## src/pgscs_pkg.sv

```systemverilog
// Package: constants for the power-gate and slow-clock-select block
package pgscs_pkg;
    // ------------------------------------------------------------
    // Register map
    // ------------------------------------------------------------
    localparam logic [7:0] SLOW_CLOCK_SOURCE_CFG_OFS = 8'hf0;
    localparam int         SLOW_CLOCK_ABSENT_BIT     = 0;
    localparam logic       SLOW_CLOCK_ABSENT_RST     = 1'b0;
    localparam logic [7:0] CFG_RESERVED_READ         = 8'h00;
    // ------------------------------------------------------------
    // Timing
    // ------------------------------------------------------------
    localparam int FAST_CLOCK_HZ  = 100_000_000;
    localparam int SLOW_CLOCK_HZ  = 32_768;
    // Half period of the internal slow clock in fast cycles, rounded down
    localparam int SLOW_HALF_CYC  = FAST_CLOCK_HZ / (2 * SLOW_CLOCK_HZ);
    localparam int SYNC_STAGES    = 2;
endpackage

```

## src/pgscs_clock_mux.sv

```systemverilog
// Glitch-free two-source slow clock selector
`timescale 1ns/1ps
module pgscs_clock_mux (
    input  wire logic clock,
    input  wire logic srst,
    input  wire logic sel_internal,
    input  wire logic ext_level,
    input  wire logic int_level,
    output logic      slow_out
);
    // ------------------------------------------------------------
    // Break-before-make handover
    // ------------------------------------------------------------
    // A source is released only while its level is low and taken only on
    // its falling edge, so the first low phase after a handover is whole.
    logic ext_en_reg;
    logic int_en_reg;
    logic ext_prev_reg;
    logic int_prev_reg;

    always_ff @(posedge clock) begin
        if (srst) begin
            ext_prev_reg <= 1'b0;
            int_prev_reg <= 1'b0;
        end else begin
            ext_prev_reg <= ext_level;
            int_prev_reg <= int_level;
        end
    end

    always_ff @(posedge clock) begin
        if (srst) begin
            ext_en_reg <= 1'b0;
            int_en_reg <= 1'b0;
        end else begin
            if (!ext_level && (sel_internal || int_en_reg)) begin
                ext_en_reg <= 1'b0;
            end else if (!ext_level && ext_prev_reg) begin
                ext_en_reg <= 1'b1;
            end
            if (!int_level && (!sel_internal || ext_en_reg)) begin
                int_en_reg <= 1'b0;
            end else if (!int_level && int_prev_reg) begin
                int_en_reg <= 1'b1;
            end
        end
    end

    always_ff @(posedge clock) begin
        if (srst) begin
            slow_out <= 1'b0;
        end else begin
            slow_out <= (ext_en_reg && ext_level) || (int_en_reg && int_level);
        end
    end
endmodule

```

## src/pgscs_top.sv

```systemverilog
// Power-good host gating, trickle reset and slow clock source selection
// ------------------------------------------------------------
// How it works
// - Internal supply-good and host enable follow main supply above threshold only.
// - With supply-good low, host reads and writes are ignored, not decoded.
// - Wake output, slow clock pin and wake inputs stay live on trickle supply.
// - Infrared transmit and indicator outputs keep running without supply-good.
// - Supply-good low disables the infrared half-duplex timeout.
// - Trickle power-on reset initialises infrared and wake-event logic.
// - Slow-clock-absent flag is bit 0 at 0xf0, cleared by trickle reset.
// - Flag 0 means external clock connected (default), 1 means pin grounded.
// - Flag 0 picks external slow clock, 1 picks divided internal clock.
// - Internal clock runs only with main supply; dead on trickle alone.
// ------------------------------------------------------------
`timescale 1ns/1ps
module pgscs_top #(
    parameter int HALF_CYC = pgscs_pkg::SLOW_HALF_CYC
) (
    input  wire logic       CLOCK,
    input  wire logic       SRST,
    input  wire logic       TRICKLE_POR,
    input  wire logic       MAIN_SUPPLY_ABOVE,
    input  wire logic       SLOW_CLOCK_PIN,
    input  wire logic       HOST_RD,
    input  wire logic       HOST_WR,
    input  wire logic [7:0] HOST_ADDR,
    input  wire logic [7:0] HOST_WDATA,
    output logic      [7:0] HOST_RDATA,
    output logic            HOST_ACK,
    output logic            SUPPLY_GOOD_INTERNAL,
    output logic            HOST_IF_ENABLE,
    output logic            WAKE_LOGIC_RESET,
    output logic            IR_TIMEOUT_ENABLE,
    output logic            STANDBY_KEEP_ALIVE,
    output logic            SLOW_CLOCK_ABSENT,
    output logic            SLOW_CLOCK_OUT,
    output logic            SLOW_CLOCK_RUNNING
);
    // Divider needs at least one fast cycle per half period
    if (HALF_CYC < 1) begin : g_bad_half
        $error("HALF_CYC must be at least 1");
    end

    // ------------------------------------------------------------
    // Synchronisers for pin-side levels
    // ------------------------------------------------------------
    logic [1:0] good_sync_reg;
    logic [1:0] por_sync_reg;
    logic [1:0] pin_sync_reg;

    always_ff @(posedge CLOCK) begin
        if (SRST) begin
            good_sync_reg <= 2'h0;
            por_sync_reg  <= 2'h3;
            pin_sync_reg  <= 2'h0;
        end else begin
            good_sync_reg <= {good_sync_reg[0], MAIN_SUPPLY_ABOVE};
            por_sync_reg  <= {por_sync_reg[0], TRICKLE_POR};
            pin_sync_reg  <= {pin_sync_reg[0], SLOW_CLOCK_PIN};
        end
    end

    logic supply_good;
    logic trickle_rst;
    logic ext_level;
    assign supply_good = good_sync_reg[1];
    assign trickle_rst = por_sync_reg[1];
    assign ext_level   = pin_sync_reg[1];

    // ------------------------------------------------------------
    // Supply-good derived controls
    // ------------------------------------------------------------
    always_ff @(posedge CLOCK) begin
        if (SRST) begin
            SUPPLY_GOOD_INTERNAL <= 1'b0;
            HOST_IF_ENABLE       <= 1'b0;
            IR_TIMEOUT_ENABLE    <= 1'b0;
        end else begin
            SUPPLY_GOOD_INTERNAL <= supply_good;
            HOST_IF_ENABLE       <= supply_good;
            IR_TIMEOUT_ENABLE    <= supply_good;
        end
    end

    // Wake reset and standby keep-alive are never gated by supply-good; the infrared timeout enable is
    always_ff @(posedge CLOCK) begin
        if (SRST) begin
            WAKE_LOGIC_RESET   <= 1'b1;
            STANDBY_KEEP_ALIVE <= 1'b0;
        end else begin
            WAKE_LOGIC_RESET   <= trickle_rst;
            STANDBY_KEEP_ALIVE <= !trickle_rst;
        end
    end

    // ------------------------------------------------------------
    // Host register access
    // ------------------------------------------------------------
    // One mapped offset; any other address reads as reserved
    function automatic logic cfg_hit(input logic [7:0] addr);
        return addr == pgscs_pkg::SLOW_CLOCK_SOURCE_CFG_OFS;
    endfunction

    logic host_live;
    assign host_live = SUPPLY_GOOD_INTERNAL && !WAKE_LOGIC_RESET;

    // Register lives on the trickle supply: only SRST, trickle reset and a host write of 0 clear it
    always_ff @(posedge CLOCK) begin
        if (SRST || trickle_rst) begin
            SLOW_CLOCK_ABSENT <= pgscs_pkg::SLOW_CLOCK_ABSENT_RST;
        end else if (host_live && HOST_WR && cfg_hit(HOST_ADDR)) begin
            SLOW_CLOCK_ABSENT <= HOST_WDATA[pgscs_pkg::SLOW_CLOCK_ABSENT_BIT];
        end
    end

    always_ff @(posedge CLOCK) begin
        if (SRST) begin
            HOST_RDATA <= 8'h00;
            HOST_ACK   <= 1'b0;
        end else begin
            HOST_ACK   <= host_live && (HOST_RD || HOST_WR);
            HOST_RDATA <= pgscs_pkg::CFG_RESERVED_READ;
            if (host_live && HOST_RD && cfg_hit(HOST_ADDR)) begin
                HOST_RDATA[pgscs_pkg::SLOW_CLOCK_ABSENT_BIT] <= SLOW_CLOCK_ABSENT;
            end
        end
    end

    // ------------------------------------------------------------
    // Internal slow clock, divided from the fast clock
    // ------------------------------------------------------------
    // Only runs with main supply: the fast clock is gone on trickle.
    localparam int CW = $clog2(HALF_CYC + 1);
    logic [CW-1:0] div_reg;
    logic          int_level_reg;

    always_ff @(posedge CLOCK) begin
        if (SRST || !supply_good) begin
            div_reg       <= '0;
            int_level_reg <= 1'b0;
        end else if (div_reg == CW'(HALF_CYC - 1)) begin
            div_reg       <= '0;
            int_level_reg <= !int_level_reg;
        end else begin
            div_reg <= div_reg + CW'(1);
        end
    end

    logic sel_internal;
    assign sel_internal = SLOW_CLOCK_ABSENT;

    // Handover waits for low phases, so the selected clock never runts
    pgscs_clock_mux u_mux (
        .clock        (CLOCK),
        .srst         (SRST),
        .sel_internal (sel_internal),
        .ext_level    (ext_level),
        .int_level    (int_level_reg),
        .slow_out     (SLOW_CLOCK_OUT)
    );

    always_ff @(posedge CLOCK) begin
        if (SRST) begin
            SLOW_CLOCK_RUNNING <= 1'b0;
        end else begin
            SLOW_CLOCK_RUNNING <= !sel_internal || supply_good;
        end
    end
endmodule

```

## config.mk

```make
export PLATFORM = sky130hd
export DESIGN_NAME = pgscs_top
export DESIGN_NICKNAME = d
export VERILOG_FILES = /design/src/pgscs_pkg.sv /design/src/pgscs_clock_mux.sv /design/src/pgscs_top.sv
export SDC_FILE = /design/constraint.sdc
export NUM_CORES = 1
export LEC_CHECK = 0
export ABC_CLOCK_PERIOD_IN_PS = 2000
export BUFFER_PORTS_ARGS = -buffer_cell sky130_fd_sc_hd__buf_2
export CELL_PAD_IN_SITES_DETAIL_PLACEMENT = 1
export CELL_PAD_IN_SITES_GLOBAL_PLACEMENT = 2
export CORE_AREA = 2 2 69 71
export DETAILED_ROUTE_END_ITERATION = 8
export DIE_AREA = 0 0 71 73
export GPL_TIMING_DRIVEN = 1
export PLACE_DENSITY_LB_ADDON = 0.1
export SYNTH_ARGS = -nofsm -noshare
export SYNTH_HDL_FRONTEND = slang
export SYNTH_SLANG_ARGS = --single-unit
export TNS_END_PERCENT = 30
```

## constraint.sdc

```tcl
create_clock -name CLOCK -period 2 [get_ports CLOCK]
set_clock_uncertainty 0.2 [all_clocks]
set_input_delay 0.4 -clock CLOCK [delete_from_list [all_inputs] [get_ports CLOCK]]
set_output_delay 0.4 -clock CLOCK [all_outputs]
set_load 0.1 [all_outputs]
```

**Word level (Yosys, flattened, before mapping)**

Cells that the tools add are included.

- Add/sub/neg operators: 1
- Equal/unequal tests: 2
- Bitwise operators: 1
- Reductions and logical operators: 29

Operator list:

| kind | count |
|---|---|
| $logic_and A1 B1 Y1 | 12 |
| $add A11 B1 Y11 const B | 1 |
| $eq A11 B11 Y1 const B | 1 |
| $eq A8 B8 Y1 const B | 1 |
| $reduce_or A2 Y1 | 4 |
| $logic_or A1 B1 Y1 | 7 |
| $logic_not A1 Y1 | 6 |
| $not A1 Y1 | 1 |

- Register bits after elaboration: 37
- Output and inout bits: 17
- Word-level logic and storage cells: 51

**Longest topological paths before layout**

Gate-level depths: netlist (run 1).

- Depth after elaboration: 6
- Mapped depth: 5

**Modules after synthesis**

A second synthesis (run 1) with hierarchy kept.

- Cells, all modules: 125
- Area, all modules: 1,228.7 um^2

By module, submodules not included:

| module | instances | cells each | area each (um^2) |
|---|---|---|---|
| pgscs_top | 1 | 108 | 1,054.8 |
| pgscs_clock_mux | 1 | 17 | 173.9 |

**Worst setup path after synthesis (run 1)**

OpenSTA, ideal clock, no wires.

- Path type: register to output
- Start: register IR_TIMEOUT_ENABLE
- End: output port IR_TIMEOUT_ENABLE
- Data arrival time: 1,402 ps
- Data required time: 1,400 ps
- Slack: -2 ps
- Stages on the path, launching flop included: 2
- Path buffers: 1
- Cell sequence: dfxtp_1 -> buf_4

RTL lines:

| item | RTL line | RTL |
|---|---|---|
| from (decl) | pgscs_top.sv:33 | `output logic IR_TIMEOUT_ENABLE,` |
| from (signal assigned) | pgscs_top.sv:81 | `IR_TIMEOUT_ENABLE <= supply_good;` |

No word-level cell between the ends.

**Worst setup path after layout (run 1)**

- Start: register SLOW_CLOCK_ABSENT
- End: output port SLOW_CLOCK_ABSENT

RTL lines:

| item | RTL line | RTL |
|---|---|---|
| from (decl) | pgscs_top.sv:35 | `output logic SLOW_CLOCK_ABSENT,` |
| from (signal assigned) | pgscs_top.sv:110 | `SLOW_CLOCK_ABSENT <= pgscs_pkg::SLOW_CLOCK_ABSENT_RST;` |
| from (signal assigned) | pgscs_top.sv:112 | `SLOW_CLOCK_ABSENT <= HOST_WDATA[pgscs_pkg::SLOW_CLOCK_ABSENT_BIT];` |

No word-level cell between the ends.

==> impl_metrics.toml, run 1 <==
[clocking]
clockBufferDepth = 2
cts_tree = "yes"
cts.sinks = 30
post_cts_buffers = 0
numCtsBuffers = 5
root_buffer = "clkbuf_8"
holdBufCountCts = 0
worstSkewPairLatency_ps = 280
htreeDepth = 2
cts.repair.resized = 0
clk_pin_slew_ps = 70

[critical_path]
critPathMaxStageDelay_ps = 480
critical_path_class = "reg2out"
crit_family = "buffers and inverters"
r2r_slack_ps = 190
start_kind = "register"
end_kind = "primary output"
crit_path_top_delay_cell = "buf_2"
crit_chain = "buf_2"
critPathMaxFanout = 6
crit_buf_inv = 1
arrival_ps = 1230
worst_ep_required_time_ps = 1400

[worst_hold_path]
min_path_type = "in2reg"

[sta]
slew_violations = 0
finalCriticalPeriod_ps = 1830
post-route-period-util_pct = 91.4
relSlewSlack_pct = 66.4
tightestPinTransition_ps = 503
tns_ps = 0
rsz0062_at_grt = "false"
setup_viol = 0
hold_viol = 0
layout_setup_ws_ps = 172
fmax_mhz = 547

[logic_synthesis]
async_flop_share_pct = 0
synth_edf_count = 0
synthTopCellsByArea = "dfxtp_1 50%, buf_4 5.6%, nor2_1 3.1%, nor2b_1 3.1%, inv_1 2.8%"
yosysSeqAreaShare_pct = 50.1
synth_top_cell_area_share_pct = 50.1
yosysWarnings = 0
netlist_instances = 126
syn_area_um2 = 1200
synth_seq_cells = 30
synth_ff_type = "dfxtp_1"
syn_area_per_cell_um2 = 9.51
synth.most_common_cell = "dfxtp_1"
yosysUniqueCellTypes = 35
yosysTopAreaCell = "dfxtp_1"
synthTopCellsByCount = "30 x dfxtp_1, 10 x nor2_1, 9 x buf_4, 9 x inv_1, 8 x nand2_1"

[die]
die_y_um = 73
ios = 40
start_util_pct = 26.4
die_w_um = 71
coreArea_um2 = 4540
die-area_um2 = 5180
rows = 25

[drt]
post_drt_via_cell_ratio = 4.49
avgRoutedWirePerCell_um = 12.4
drt_wl_total_mm = 2.61
drt-initial-drc-count = 21
ant_nets = 0
drt-pass1-iter-count = 4
via_count = 943
drc_errors = 0

[global_routing]
grt_pass1_wl_mm = 4.31
grt_max_degree = 13
grt_overflow = 0
grt_pass1_vias = 923
grt.total_usage_pct = 11.1
antenna_found_initial = 0

[layout]
largest_register_ffs = 11
drive_above_1_share_pct = 26.3
nets = 180
synthToLayoutAreaGrowth_pct = 20.7
fin_area_um2 = 1450
insertedDiodeCount = 0

[place]
gp_congestion = 0.626
place_ws_ps = 142
portBuffers = 25
hpwl_mm = 1.94
placed_area_um2 = 1350

[pwr]
ir_drop_mv = 0.250
p_leak_nw = 0.531
power_density_nw_per_um2 = 865

[flow_run]
max_cap_violations = 0

[status]
status = "complete, no violations"
-- cell families after synthesis --
kind of cell	synth area share [%]
other cells	0.313
simple gates	22.8
mux	1.67
xor+xnor	2.19
fa+ha+maj	2.09
flops	50.1
buf+inv	9.08
compound gates	11.8
-- power breakdown --
part / internal [mW] / switching [mW] / leakage, nW
Sequential: 0.608 / 0.00405 / 0.244
Clock: 0.276 / 0.239 / 0.0472
Combinational: 0.0222 / 0.103 / 0.240
-- path summary, 6_finish.rpt --
| path | start | to | cells after the start |
|---|---|---|---|
| setup reg to reg | div_reg[0] | div_reg[5] | 5 |
| hold / removal | TRICKLE_POR | por_sync_reg[0] | 2 |
| hold reg to reg | por_sync_reg[0] | por_sync_reg[1] | 1 |
| setup / recovery | SLOW_CLOCK_ABSENT | SLOW_CLOCK_ABSENT | 1 |
-- stage by stage --
| stage | hold slack (ps) | total power [mW] | util, % | instances |
|---|---|---|---|---|
| floorplan | 189 | 0.738 | - | 132 |
| global placement | 193 | 0.749 | 29.8 | 202 |
| detailed placement | 200 | 0.751 | 29.8 | 202 |
| CTS | 94.0 | 1.28 | 31.9 | 210 |
| global route | 98.0 | 1.31 | 31.9 | 210 |
| finish | 108 | 1.25 | 31.9 | 210 |
-- placed cells by master (no fill, tap or decap), types with 2 or more instances in the layout --
cell      synthesis  final
nor2_1           10     10
nand3_1           4      4
a21oi_1           6      6
nor3_1            3      3
or3_1             3      3
buf_2             0     25
ha_1              2      2
clkbuf_8          0      6
o21ai_0           3      3
xnor2_1           2      2
inv_1             9      9
nand2_1           8      8
mux2i_1           2      2
nand4_1           4      4
or4_1             3      3
conb_1            1      7
nor2b_1           6      6
dfxtp_1          30     29
o21a_1            2      2
or2_2             2      2
a31oi_1           2      2
-- metal layers --
metal / share of wire (%) / track usage [%]
met3: 5.2 / 4.14
met5: 0 / 0
met4: 2.1 / 5.66
met2: 48 / 17.4
met1: 45 / 13.4
-- final cells by class --
cell class                      instances  area [um^2]
Fill cell                             535         3090
Timing Repair Buffer                   26          133
Sequential cell                        30          602
Clock inverter                          2         12.5
Clock buffer                            6         82.6
Inverter                               10         37.5
Multi-Input combinational cell         82          512
Tap cell                               54         67.6
(Power assumes the default switching activity.)
==> run 2: changes to the inputs <==
CTS_BUF_LIST = sky130_fd_sc_hd__clkbuf_16   (was default)
==> run 2 against run 1 <==
Routed wire length is 0.46% higher; die area stayed put; combinational power hardly changed; clock power up 39%; clock-buffer cell count is 1 lower; critical path depth is the same; final area rose by 3.2%; sequential share of layout area decreased by 1.3 points; critical path type unchanged.
==> impl_metrics.toml, run 2 (synthesis results as in run 1) <==
[layout]
most-common-layout-cells = "29 x dfxtp_1, 25 x buf_2, 10 x nor2_1, 9 x inv_1, 8 x nand2_1"
fillCellCount = 529
synthToLayoutAreaGrowth_pct = 24.5
layout_commonest_cell = "dfxtp_1"
seqCellArea_um2 = 602
layoutNonFillerInstCount = 210
multi_input_area_um2 = 512
fin_area_um2 = 1490
utilization_pct = 32.9
drive_above_1_share_pct = 25.6
insertedDiodeCount = 0
largest_register_ffs = 11
nets = 180

[place]
hpwl_mm = 1.94
gp_congestion = 0.626
placed_area_um2 = 1350
place_ws_ps = 142
dpl.cell_count = 202
portBuffers = 25

[drt]
drt-pass1-iter-count = 2
via_count = 949
drc_errors = 0
post_drt_via_cell_ratio = 4.52
avgRoutedWirePerCell_um = 12.5
drt_wl_total_mm = 2.62
ant_nets = 0
drt-initial-drc-count = 21

[global_routing]
grt.total_usage_pct = 11.2
grt_max_degree = 13
grt_overflow = 0
grt_pass1_vias = 930
grt_pass1_wl_mm = 4.33
antenna_found_initial = 0

[clocking]
htreeDepth = 2
worstSkewPairLatency_ps = 270
cts_tree = "yes"
numCtsBuffers = 5
cts.repair.resized = 0
clk_pin_slew_ps = 50
post_cts_buffers = 0
root_buffer = "clkbuf_16"
holdBufCountCts = 0
cts.sinks = 30
clockBufferDepth = 2

[critical_path]
reg2reg_depth = 4
end_kind = "primary output"
critical_path_class = "reg2out"
r2r_slack_ps = 280
critPathMaxFanout = 6
endpoint = "SLOW_CLOCK_ABSENT"
startpoint = "SLOW_CLOCK_ABSENT"
crit_buf_inv = 1
start_kind = "register"
reg2reg_to = "div_reg[10]"
timing.rr.start = "div_reg[0]"
arrival_ps = 1220
worst_ep_required_time_ps = 1400
crit_family = "buffers and inverters"
path_depth = 1
crit_chain = "buf_2"
critPathMaxStageDelay_ps = 480
crit_path_top_delay_cell = "buf_2"

[status]
status = "complete, no violations"

[pwr]
p_int_mw = 1.08
p_switching_uw = 368
power_mw = 1.45
ir_drop_mv = 0.440
power_density_nw_per_um2 = 972
comb_power_share_pct = 8.6
seq_power_share_pct = 42.2
clkPwrFrac_pct = 49.2
p_leak_nw = 0.551
swShare_pct = 25.3

[sta]
slew_violations = 0
whs_ps = 116
hold_viol = 0
tns_ps = 0
setup_viol = 0
rsz0062_at_grt = "false"
layout_setup_ws_ps = 181
relSlewSlack_pct = 66.4
fmax_mhz = 550
tightestPinTransition_ps = 502
post-route-period-util_pct = 91.0
finalCriticalPeriod_ps = 1820

[flow_run]
max_cap_violations = 0

[die]
rows = 25
die_w_um = 71
coreArea_um2 = 4540
die_y_um = 73
die-area_um2 = 5180
ios = 40
start_util_pct = 26.4

[worst_hold_path]
min_path_type = "in2reg"
run 2: changes by cell type in the layout (fill, tap and decap cells not counted):
cell and change:
clkbuf_8 -6, clkbuf_16 +5, clkinv_1 +1
run 2: cell type report:
| cell class | count | area share (%) |
|---|---|---|
| multi-input cells | 82 | 34.3 |
| repair buffers | 26 | 8.89 |
| clock inverters | 3 | 1.09 |
| flip-flops and latches | 30 | 40.3 |
| inverters | 10 | 2.51 |
| clock buffers | 5 | 8.38 |
| well taps | 54 | 4.53 |
run 2: how the worst min path moves through the flow:
| stage | from | endpoint | slack [ps] | cells past startpoint |
|---|---|---|---|---|
| 6_report | TRICKLE_POR | por_sync_reg[0] | 120 | 2 |
| 3_5_place_dp | por_sync_reg[0] | por_sync_reg[1] | 200 | 1 |
| 4_1_cts | TRICKLE_POR | por_sync_reg[0] | 110 | 2 |
| 2_1_floorplan | por_sync_reg[0] | por_sync_reg[1] | 190 | 1 |
| 5_1_grt | TRICKLE_POR | por_sync_reg[0] | 120 | 2 |
| 3_3_place_gp | por_sync_reg[0] | por_sync_reg[1] | 190 | 1 |
run 2: power by group through the flow:
stage / clock, mW / combinational, mW / sequential, mW
2_1_floorplan: 0 / 0.0927 / 0.645
3_3_place_gp: 0 / 0.124 / 0.625
3_5_place_dp: 0 / 0.125 / 0.625
4_1_cts: 0.742 / 0.126 / 0.613
5_1_grt: 0.768 / 0.132 / 0.614
6_report: 0.714 / 0.125 / 0.613
run 2: layer usage:
| layer | part of all wire, % | vias up | wire [um] | track usage [%] |
|---|---|---|---|---|
| met5 | 0 | - | 0 | 0 |
| met1 | 45 | 448 | 1180 | 13.3 |
| li1 | - | 473 | - | - |
| met3 | 5.5 | 6 | 143 | 4.56 |
| met4 | 2.3 | 0 | 59 | 5.66 |
| met2 | 47 | 22 | 1240 | 17.7 |
==> run 3: changes to the inputs <==
CELL_PAD_IN_SITES_DETAIL_PLACEMENT = default   (was 1)
CELL_PAD_IN_SITES_GLOBAL_PLACEMENT = default   (was 2)
CORE_AREA = 2 2 57 59   (was 2 2 69 71)
DIE_AREA = 0 0 59 61   (was 0 0 71 73)
PLACE_DENSITY = 0.66   (was default)
PLACE_DENSITY_LB_ADDON = default   (was 0.1)
==> run 3 against run 2 <==
Final area decreased by 0.84%; global-route usage increased by 3.2 points; combinational power about the same; non-clock buffer count decreased by 1; maximum frequency increased by 2.3%; final cell count decreased by 10%; hold slack got worse by 1.7 ps; total power increased by 6.7%; first-iteration DRC count increased by 140%; sequential power about the same.
==> impl_metrics.toml, run 3 (synthesis results as in run 1) <==
[die]
ios = 40
rows = 20
coreArea_um2 = 2950
die_w_um = 59
die_y_um = 61
start_util_pct = 40.6
die-area_um2 = 3600

[global_routing]
grt_pass1_vias = 901
grt_max_degree = 15
grt.total_usage_pct = 14.5
grt_pass1_wl_mm = 3.77
grt_overflow = 0
antenna_found_initial = 0

[clocking]
holdBufCountCts = 0
worstSkewPairLatency_ps = 270
htreeDepth = 2
root_buffer = "clkbuf_16"
clk_pin_slew_ps = 50
post_cts_buffers = 0
cts.repair.resized = 0
clockBufferDepth = 2
cts.sinks = 30
numCtsBuffers = 5
cts_tree = "yes"

[drt]
ant_nets = 0
via_count = 926
drt_wl_total_mm = 2.25
avgRoutedWirePerCell_um = 12.0
drc_errors = 0
post_drt_via_cell_ratio = 4.93
drt-pass1-iter-count = 4
drt-initial-drc-count = 51

[pwr]
power_density_nw_per_um2 = 1050
p_leak_nw = 0.566
power_mw = 1.55
ir_drop_mv = 0.601

[flow_run]
max_cap_violations = 0

[sta]
rsz0062_at_grt = "false"
slew_violations = 0
finalCriticalPeriod_ps = 1780
setup_viol = 0
fmax_mhz = 562
post-route-period-util_pct = 88.9
tns_ps = 0
hold_viol = 0

[layout]
multi_input_area_um2 = 512
fillCellCount = 288
drive_above_1_share_pct = 24.5
layout_commonest_cell = "dfxtp_1"
seqCellArea_um2 = 602
nets = 179
insertedDiodeCount = 0
most-common-layout-cells = "29 x dfxtp_1, 25 x buf_2, 11 x inv_1, 10 x nor2_1, 8 x nand2_1"
synthToLayoutAreaGrowth_pct = 23.5
largest_register_ffs = 11
layoutNonFillerInstCount = 188

[critical_path]
startpoint = "div_reg[0]"
r2r_slack_ps = 220
start_kind = "register"
critical_path_class = "reg2reg"
critPathMaxFanout = 7
worst_ep_required_time_ps = 1930
end_kind = "register"
arrival_ps = 1710
timing.rr.start = "div_reg[0]"

[place]
portBuffers = 25
gp_congestion = 0.688
dpl.cell_count = 180
hpwl_mm = 1.73

[worst_hold_path]
hold_start = "TRICKLE_POR"
min_path_type = "in2reg"

[status]
status = "complete, no violations"
==> run 3: cell types whose count changed in the layout (fill, tap and decap cells not counted) <==
cell and change:
buf_4 -1, bufinv_16 +1, clkinv_1 -1, clkinv_2 -1, clkinvlp_4 -1, inv_1 +2
==> run 3: routing by layer <==
metal	global-route usage [%]	up-vias	part of all wire [%]
li1	-	479	-
met1	15.6	425	39
met2	25.4	18	56
met5	0	-	0
met3	4.48	4	3.7
met4	7.79	0	1.6
==> run 3: critical path: stages, from the launching register on <==
cell,delay [ps]
dfxtp_1,350
inv_1,70
ha_1,150
nand4bb_2,200
o41ai_4,570
nor2_1,100
==> run 3: cell type report <==
type	instances	share of cell area [%]
well taps	33	2.79
inverters	10	2.54
clock buffers	5	8.45
multi-input cells	82	34.6
flip-flops and latches	30	40.7
clock inverters	3	2.54
repair buffers	25	8.45
==> run 3: final timing paths <==
path	endpoint	cells after the start
max	div_reg[4]	5
max reg2reg	div_reg[4]	5
min	por_sync_reg[0]	2
min reg2reg	por_sync_reg[1]	1
==> run 3: report_power, final <==
part           total [mW]  leakage (nW)  switching [mW]  internal [mW]
clock               0.813        0.0864           0.237          0.576
combinational       0.122         0.235           0.101         0.0208
sequential          0.614         0.244         0.00467          0.610
==> run 3: stage by stage <==
step | util (%) | instance area [um^2] | setup WS (ps) | hold slack, ps
after floorplan | - | 1220 | 351 | 189
after global placement | 44.6 | 1320 | 253 | 200
after detailed placement | 44.6 | 1320 | 212 | 211
after CTS | 50.1 | 1480 | 198 | 107
after global routing | 50.1 | 1480 | 61.0 | 129
final | 50.1 | 1480 | 222 | 114
